**src/csr_map.svh**
```systemverilog
`ifndef CSR_MAP_SVH
`define CSR_MAP_SVH
`define CSR_ADDR_STACK_PTR 8'h81
`define CSR_ADDR_PTR_LOW 8'h82
`define CSR_ADDR_PTR_HIGH 8'h83
`define CSR_ADDR_STATUS 8'hD0
`define CSR_ADDR_ACCUM 8'hE0
`define CSR_STACK_PTR_RESET 8'h07
`define CSR_STATUS_RESET 8'h00
`define CSR_ACCUM_RESET 8'h00
`define CSR_PTR_LOW_RESET 8'h00
`define CSR_PTR_HIGH_RESET 8'h00
`define CSR_BIT_CARRY 7
`define CSR_BIT_AUX 6
`define CSR_BIT_UF0 5
`define CSR_BIT_BSH 4
`define CSR_BIT_BSL 3
`define CSR_BIT_OVF 2
`define CSR_BIT_UF1 1
`define CSR_BIT_PAR 0
`define CSR_PRODUCT_LIMIT 16'h00FF
`endif

```
**src/csr_pkg.sv**
```systemverilog
package csr_pkg;
  typedef enum logic [2:0] {
    CSR_FLAG_NONE = 3'h0,
    CSR_FLAG_ADD = 3'h1,
    CSR_FLAG_SUB = 3'h2,
    CSR_FLAG_MULT = 3'h3,
    CSR_FLAG_DIV = 3'h4,
    CSR_FLAG_OTHER = 3'h5
  } csr_flag_op_t;
  typedef enum logic [3:0] {
    CSR_ST_IDLE = 4'h1,
    CSR_ST_PUSH = 4'h2,
    CSR_ST_POP = 4'h4,
    CSR_ST_HOLD = 4'h8
  } csr_stk_state_t;
endpackage

```
**src/csr_parity.sv**
```systemverilog
`timescale 1ns/10ps
module csr_parity #(
  parameter int WIDTH = 8
) (
  input wire logic [WIDTH-1:0] value,
  output logic odd
);
  generate
    if (WIDTH < 1)
    begin : g_bad_width
      $error("WIDTH must be at least 1");
    end
  endgenerate
  logic [WIDTH:0] chain;
  assign chain[0] = 1'b0;
  genvar i;
  generate
    for (i = 0; i < WIDTH; i++)
    begin : g_bit
      assign chain[i+1] = chain[i] ^ value[i];
    end
  endgenerate
  assign odd = chain[WIDTH];
endmodule

```
**src/csr_core_regs.sv**
```systemverilog
`timescale 1ns/10ps
`include "csr_map.svh"
// Overview of operation
// - Push increments stack pointer first, then writes byte at the new address.
// - Reset loads stack pointer with seven; first push lands at eight.
// - Data pointer low and high bytes form one 16-bit flash pointer.
// - Carry set on add carry or subtract borrow, else cleared by arithmetic.
// - Auxiliary carry set on nibble carry or borrow, else cleared by arithmetic.
// - Status bits five and one are software flags, untouched by instructions.
// - Two-bit bank field selects one of four eight-register groups.
// - Overflow on signed add or subtract overflow, product above 255, or divide by zero.
// - Status bit zero continuously shows accumulator odd parity; read-only.
// - Undefined register addresses are reserved; reads give zero, writes ignored.
// - Stack pointer addresses the last used location; push goes to pointer plus one.
module csr_core_regs #(
  parameter int DATA_W = 8
) (
  input wire logic sys_clk,
  input wire logic nrst,
  input wire logic clkEn,
  input wire logic regWrEn,
  input wire logic regRdEn,
  input wire logic [7:0] regAddr,
  input wire logic [7:0] regWrData,
  output logic [7:0] regRdData,
  output logic regRdHit,
  input wire logic bitWrEn,
  input wire logic [7:0] bitAddr,
  input wire logic bitWrVal,
  input wire logic accumWrEn,
  input wire logic [7:0] accumWrData,
  input wire logic dataPtrWrEn,
  input wire logic [15:0] dataPtrWrData,
  input wire logic pushReq,
  input wire logic popReq,
  input wire logic [7:0] pushData,
  output logic stkWrEn,
  output logic [7:0] stkAddr,
  output logic [7:0] stkWrData,
  input wire logic flagUpdEn,
  input wire csr_pkg::csr_flag_op_t flagOp,
  input wire logic [7:0] opA,
  input wire logic [7:0] opB,
  input wire logic carryIn,
  input wire logic [15:0] mulProduct,
  output logic [7:0] accumulator,
  output logic [7:0] stackPointer,
  output logic [15:0] dataPointer,
  output logic carryFlag,
  output logic [4:0] bankBase,
  output logic parityFlag
);
  import csr_pkg::*;

  generate
    if (DATA_W != 8)
    begin : g_bad_width
      $error("DATA_W must be 8");
    end
  endgenerate

  logic [7:0] accum_r, accum_nxt;
  logic [7:0] stkPtr_r, stkPtr_nxt;
  logic [7:0] ptrLow_r, ptrLow_nxt;
  logic [7:0] ptrHigh_r, ptrHigh_nxt;
  logic [7:0] status_r, status_nxt;
  logic stkWe_r, stkWe_nxt;
  logic [7:0] stkAddr_r, stkAddr_nxt;
  logic [7:0] stkData_r, stkData_nxt;
  logic [7:0] rd_r, rd_nxt;
  logic hit_r, hit_nxt;
  csr_stk_state_t st_r, st_nxt;
  logic parity;
  logic [8:0] sum9;
  logic [4:0] sum5;
  logic [8:0] diff9;
  logic [4:0] diff5;
  logic addrKnown;

  csr_parity #(
    .WIDTH(DATA_W)
  ) csr_parity_i (
    .value(accum_r),
    .odd(parity)
  );

  // Bit-addressable space maps each byte at multiples of eight
  always_comb
  begin
    case (regAddr)
      `CSR_ADDR_STACK_PTR, `CSR_ADDR_PTR_LOW, `CSR_ADDR_PTR_HIGH, `CSR_ADDR_STATUS,
      `CSR_ADDR_ACCUM:
        addrKnown = 1'b1;
      default:
        addrKnown = 1'b0;
    endcase
  end

  always_comb
  begin
    sum9 = {1'b0, opA} + {1'b0, opB} + {8'h00, carryIn};
    sum5 = {1'b0, opA[3:0]} + {1'b0, opB[3:0]} + {4'h0, carryIn};
    diff9 = {1'b0, opA} - {1'b0, opB} - {8'h00, carryIn};
    diff5 = {1'b0, opA[3:0]} - {1'b0, opB[3:0]} - {4'h0, carryIn};
  end

  always_comb
  begin
    accum_nxt = accum_r;
    ptrLow_nxt = ptrLow_r;
    ptrHigh_nxt = ptrHigh_r;
    status_nxt = status_r;
    if (accumWrEn)
      accum_nxt = accumWrData;
    if (dataPtrWrEn)
    begin
      ptrLow_nxt = dataPtrWrData[7:0];
      ptrHigh_nxt = dataPtrWrData[15:8];
    end
    // Arithmetic flags never touch the user flags or bank field
    if (flagUpdEn)
    begin
      case (flagOp)
        CSR_FLAG_ADD:
        begin
          status_nxt[`CSR_BIT_CARRY] = sum9[8];
          status_nxt[`CSR_BIT_AUX] = sum5[4];
          status_nxt[`CSR_BIT_OVF] = (opA[7] == opB[7]) && (sum9[7] != opA[7]);
        end
        CSR_FLAG_SUB:
        begin
          status_nxt[`CSR_BIT_CARRY] = diff9[8];
          status_nxt[`CSR_BIT_AUX] = diff5[4];
          status_nxt[`CSR_BIT_OVF] = (opA[7] != opB[7]) && (diff9[7] != opA[7]);
        end
        // No nibble carry here, so aux is cleared like carry
        CSR_FLAG_MULT:
        begin
          status_nxt[`CSR_BIT_CARRY] = 1'b0;
          status_nxt[`CSR_BIT_AUX] = 1'b0;
          status_nxt[`CSR_BIT_OVF] = mulProduct > `CSR_PRODUCT_LIMIT;
        end
        CSR_FLAG_DIV:
        begin
          status_nxt[`CSR_BIT_CARRY] = 1'b0;
          status_nxt[`CSR_BIT_AUX] = 1'b0;
          status_nxt[`CSR_BIT_OVF] = (opB == 8'h00);
        end
        CSR_FLAG_OTHER:
        begin
          status_nxt[`CSR_BIT_CARRY] = 1'b0;
          status_nxt[`CSR_BIT_AUX] = 1'b0;
        end
        default:
          status_nxt = status_nxt;
      endcase
    end
    // Software access wins over the core in the same cycle
    if (regWrEn)
    begin
      case (regAddr)
        `CSR_ADDR_ACCUM:
          accum_nxt = regWrData;
        `CSR_ADDR_PTR_LOW:
          ptrLow_nxt = regWrData;
        `CSR_ADDR_PTR_HIGH:
          ptrHigh_nxt = regWrData;
        `CSR_ADDR_STATUS:
          status_nxt[7:1] = regWrData[7:1];
        default:
          status_nxt = status_nxt;
      endcase
    end
    if (bitWrEn)
    begin
      if ({bitAddr[7:3], 3'h0} == `CSR_ADDR_STATUS && bitAddr[2:0] != 3'h0)
        status_nxt[bitAddr[2:0]] = bitWrVal;
      else if ({bitAddr[7:3], 3'h0} == `CSR_ADDR_ACCUM)
        accum_nxt[bitAddr[2:0]] = bitWrVal;
    end
    // Parity is derived, never stored from software
    status_nxt[`CSR_BIT_PAR] = 1'b0;
  end

  // Stack sequencing: increment, then write at the new pointer
  always_comb
  begin
    stkPtr_nxt = stkPtr_r;
    st_nxt = st_r;
    stkWe_nxt = 1'b0;
    stkAddr_nxt = stkAddr_r;
    stkData_nxt = stkData_r;
    case (st_r)
      CSR_ST_IDLE:
      begin
        if (pushReq)
        begin
          stkPtr_nxt = stkPtr_r + 8'h01;
          stkWe_nxt = 1'b1;
          stkAddr_nxt = stkPtr_r + 8'h01;
          stkData_nxt = pushData;
          st_nxt = CSR_ST_PUSH;
        end
        else if (popReq)
        begin
          stkAddr_nxt = stkPtr_r;
          stkPtr_nxt = stkPtr_r - 8'h01;
          st_nxt = CSR_ST_POP;
        end
      end
      CSR_ST_PUSH, CSR_ST_POP:
        st_nxt = CSR_ST_IDLE;
      default:
        st_nxt = CSR_ST_IDLE;
    endcase
    if (regWrEn && regAddr == `CSR_ADDR_STACK_PTR)
      stkPtr_nxt = regWrData;
  end

  always_comb
  begin
    rd_nxt = rd_r;
    hit_nxt = 1'b0;
    if (regRdEn)
    begin
      hit_nxt = addrKnown;
      case (regAddr)
        `CSR_ADDR_ACCUM:
          rd_nxt = accum_r;
        `CSR_ADDR_STACK_PTR:
          rd_nxt = stkPtr_r;
        `CSR_ADDR_PTR_LOW:
          rd_nxt = ptrLow_r;
        `CSR_ADDR_PTR_HIGH:
          rd_nxt = ptrHigh_r;
        `CSR_ADDR_STATUS:
          rd_nxt = {status_r[7:1], parity};
        default:
          rd_nxt = 8'h00;
      endcase
    end
  end

  always_ff @(posedge sys_clk or negedge nrst)
  begin
    if (!nrst)
    begin
      accum_r <= `CSR_ACCUM_RESET;
      stkPtr_r <= `CSR_STACK_PTR_RESET;
      ptrLow_r <= `CSR_PTR_LOW_RESET;
      ptrHigh_r <= `CSR_PTR_HIGH_RESET;
      status_r <= `CSR_STATUS_RESET;
      stkWe_r <= 1'b0;
      stkAddr_r <= 8'h00;
      stkData_r <= 8'h00;
      rd_r <= 8'h00;
      hit_r <= 1'b0;
      st_r <= CSR_ST_IDLE;
    end
    else if (clkEn)
    begin
      accum_r <= accum_nxt;
      stkPtr_r <= stkPtr_nxt;
      ptrLow_r <= ptrLow_nxt;
      ptrHigh_r <= ptrHigh_nxt;
      status_r <= status_nxt;
      stkWe_r <= stkWe_nxt;
      stkAddr_r <= stkAddr_nxt;
      stkData_r <= stkData_nxt;
      rd_r <= rd_nxt;
      hit_r <= hit_nxt;
      st_r <= st_nxt;
    end
  end

  assign regRdData = rd_r;
  assign regRdHit = hit_r;
  assign stkWrEn = stkWe_r;
  assign stkAddr = stkAddr_r;
  assign stkWrData = stkData_r;
  assign accumulator = accum_r;
  assign stackPointer = stkPtr_r;
  assign dataPointer = {ptrHigh_r, ptrLow_r};
  assign carryFlag = status_r[`CSR_BIT_CARRY];
  // Bank base is bank number times eight
  assign bankBase = {status_r[`CSR_BIT_BSH], status_r[`CSR_BIT_BSL], 3'h0};
  assign parityFlag = parity;
endmodule

```
**config.mk**
```make
export PLATFORM = sky130hd
export DESIGN_NAME = csr_core_regs
export DESIGN_NICKNAME = d
export VERILOG_FILES = /design/src/csr_pkg.sv /design/src/csr_parity.sv /design/src/csr_core_regs.sv
export VERILOG_INCLUDE_DIRS = /design/src
export SDC_FILE = /design/constraint.sdc
export NUM_CORES = 1
export LEC_CHECK = 0
export CAP_MARGIN = 5
export CORE_ASPECT_RATIO = 2
export CORE_MARGIN = 5
export CORE_UTILIZATION = 58
export DETAILED_ROUTE_END_ITERATION = 10
export DONT_BUFFER_PORTS = 1
export GPL_TIMING_DRIVEN = 0
export PLACE_DENSITY = 0.79
export SYNTH_ARGS = -nofsm -noshare
export SYNTH_HDL_FRONTEND = slang
export SYNTH_HIERARCHICAL = 1
export SYNTH_SLANG_ARGS = --single-unit
```
**constraint.sdc**
```tcl
create_clock -name sys_clk -period 1.8 [get_ports sys_clk]
set_input_delay 0.18 -clock sys_clk [delete_from_list [all_inputs] [get_ports sys_clk]]
set_output_delay 0.18 -clock sys_clk [all_outputs]
set_load 0.02 [all_outputs]
```
==> metrics.txt <==
endpoints failing setup=5; Critical Path Sink Type=register; final hold vios=0; DP HPWL=11900 µm; worst-margin pin slew=710 ps; drt wl/cell=23.2 µm; Final Max Tran Viols=0; area share of and/or/nand/nor cells after synthesis=19.9%; Final #Nets=745; port buffer count=0; ys flop type=dfrtp_1; WS Path Type=reg2reg; Starting Density=58.4%; Core Box Area=8170 µm²; Leak=2.41 nW; nature of the critical path startpoint=register; DP Area=4960 µm²; CP delay by family, top=simple AND/OR/NAND/NOR gates; ys async rst share=100%; Synth Area in XOR/XNOR=3.12%; worst reg2reg path depth=6; register share of total power=41.7%; Compound-Gate Fraction of Synth Area=23.5%; Yosys cell types=66; f_max=0.518 GHz; WL final=16700 µm; clock sink count=68; post-synthesis register bit count=68; Antenna Cells=0; Area growth syn-to-layout=21.9%; reg2reg end=stackPointer[7]$_DFFE_PN0P_; clock share of power=28.2%; die height=138 µm; crit path time final=1930 ps; CTS max path bufs=2; critical path's largest stage delay=570 ps; max_cap viols=0; internal power=4.19 mW; Setup Skew=7.95 ps; Hold WS=4.77 ps; Comb pwr share=30.1%; TNS Setup=-470 ps; adder-cell share of the synthesized area=6.87%; post-synthesis mux area share=4.43%; Critical Path RT=2030 ps; Net Sw Frac=38.9%; CTS Buf Count=9; Clock Root Buffer=clkbuf_16; Post-synth EDFFs=0; DRT iter0 DRCs=494; hold path depth=1; drt via density=6.78; first-pass GRT wire length=25300 µm; initial antenna violation count=0; failing checks=setup timing; Buffers & Inverters on Critical Path=0; sw power=2.67 mW; Die Area=10300 µm²; GRT Util Overall=32.0%; largest net degree at the start of global routing=69; total power=6.86 mW; worst vdd ir=0.000823 V; vias in the first global route=5048; Clock Latency Late Sink=330 ps; H-tree depth=3; Tcrit/Tclk final=107%; Synth Cell Area=4770 µm²; Synth Instances=566; layout cells sized above 1=20.5%; drt pass-1 iters=6; I/O pin count=169; die width=74.2 µm; Hold Path End=stkWrData[5]$_DFFE_PN0P_; post-route ant nets=0; final core utilization=71.2%; FF-to-FF setup slack=-130 ps; synth warn=6; total gr overflow=0; DRC viols=0; # fillers=605; WP data arrival=2160 ps; hold crit path type=in2reg; Final Instance Area=5820 µm²; power per cell area=1180 nW/µm²; RePlAce Congestion=0.952; largest family of logic cells by synthesized area=compound AO/OA/AOI/OAI gates; clk slew on worst S/H paths=60 ps; Avg Cell Area, Syn=8.44 µm²; worst setup margin=-129 ps; max_slew headroom=52.0%; unrepaired setup endpoints after global routing=true; via count=4872; row count=47; worst hold start=pushData[5]; FF-to-FF Start=stackPointer[1]$_DFFE_PN1P_; sequential share of the synthesized area=35.7%; CP Cell Sequence=or4_4 > nor4_4 > a31oi_1 > a21oi_1 > nor2_1 > a311oi_1; status=finished with violations; Slowest-stage cell, CP=or4_4; crit path max fanout=8; CTS tree=done
-- cells in the final DEF (no fill, tap or decap), types with 9 or more instances in the layout --
master,n
a31oi_1,11
nand3_1,12
buf_4,31
ha_1,18
a221oi_1,9
mux2_2,9
inv_1,36
mux2i_1,11
o22ai_1,21
dfrtp_2,10
a21oi_1,58
clkbuf_1,18
o21ai_0,21
nand2_1,44
xnor2_1,11
nor3_1,9
dfrtp_1,54
clkbuf_16,9
nor2_1,62
-- how the worst max path moves through the flow --
stage	start	slack [ps]	to	cells after the start
floorplan	stackPointer[4]$_DFFE_PN0P_	-50	stackPointer[7]$_DFFE_PN0P_	7
global placement	regAddr[3]	-460	stackPointer[5]$_DFFE_PN0P_	7
detailed placement	regAddr[4]	-510	stackPointer[5]$_DFFE_PN0P_	7
CTS	accumulator[2]$_DFFE_PN0P_	-120	regRdData[0]$_DFFE_PN0P_	7
global route	stackPointer[1]$_DFFE_PN1P_	-230	stackPointer[7]$_DFFE_PN0P_	6
finish	stackPointer[1]$_DFFE_PN1P_	-130	stackPointer[7]$_DFFE_PN0P_	6
-- layout make-up --
class,instances,area [µm²],area share [%]
timing repair buffer,37,322,5.53
tap,98,123,2.11
multi-input combinational,427,2980,51.2
sequential,68,1720,29.6
buffer,35,203,3.48
inverter,38,143,2.45
clock buffer,10,239,4.11
clock inverter,6,87.6,1.51
-- worst reg2reg max path: cells and delay by family, from the launching register on --
| family | cells | cell delay [ps] |
|---|---|---|
| AO/OA/AOI/OAI | 3 | 440 |
| flip-flops | 1 | 540 |
| AND/OR/NAND/NOR | 3 | 840 |
-- cell usage after synthesis (5+ instances only) --
library cell   n  share of area [%]
or4_1          5               0.79
a221oi_1      10                1.8
a22oi_1        8                1.3
nand3_1       12                1.3
nor2_1        64                5.0
nor2b_1        5               0.66
o22ai_1       21                2.8
ha_1          23                6.0
inv_1         38                3.0
nor4_1         6               0.79
dfrtp_1       64                 34
a31oi_1       11                1.4
nand2_1       45                3.5
o21ai_0       27                2.8
o211ai_1       6               0.94
clkbuf_1      22                1.7
a21oi_1       59                6.2
nor3_1        11                1.2
mux2_2         9                2.1
mux2i_1       11                2.3
xnor2_1       13                2.4
a211oi_1       5               0.79
buf_4          5               0.79
nand2b_1       6               0.79
-- layer usage --
| metal | up-vias | part of all wire [%] | track usage (%) |
|---|---|---|---|
| li1 | 2149 | - | - |
| met1 | 2298 | 30 | 30.8 |
| met2 | 323 | 52 | 54.9 |
| met3 | 102 | 9.4 | 8.94 |
| met4 | 0 | 8.0 | 23.8 |
| met5 | - | 0 | 0 |
-- timing repair --
action | 4_1_cts | 5_1_grt
gates resized for setup | 34 | 27
gates cloned | 0 | 0
buffers inserted | 20 | 11
hold buffers | 7 | 0
pin swaps | 14 | 11
endpoints found under the setup margin | 16 | 42
hold endpoints to repair | 73 | 0
-- metrics by stage --
step,worst slack [ps],std cells
floorplan,-50.5,568
global placement,-459,666
detailed placement,-511,666
CTS,-125,709
global route,-230,719
finish,-129,719
-- power by group through the flow --
stage / registers [mW] / clock network [mW] / logic (mW)
floorplan: 2.68 / 0 / 1.21
global placement: 2.83 / 0 / 1.41
detailed placement: 2.84 / 0 / 1.47
CTS: 2.83 / 1.94 / 1.89
global route: 2.90 / 2.00 / 2.24
finish: 2.86 / 1.93 / 2.07
-- flip-flops by register name, indices dropped and copies added, names as in the netlist --
name / cells
regRdHit: 1
accumulator: 8
stkAddr: 8
status_r: 7
ptrHigh_r: 8
stkWrData: 8
regRdData: 8
stkWrEn: 1
ptrLow_r: 8
st_r: 3
stackPointer: 8
-- cell families (layout without fill, tap and decap cells) --
logic type      Yosys count  in the layout
compound gates          175            175
xor+xnor                 17             17
fa+ha+maj                25             25
buf+inv                  73            126
flops                    68             68
mux                      20             20
other cells               1              3
simple gates            187            187
(Power assumes the default switching activity.)
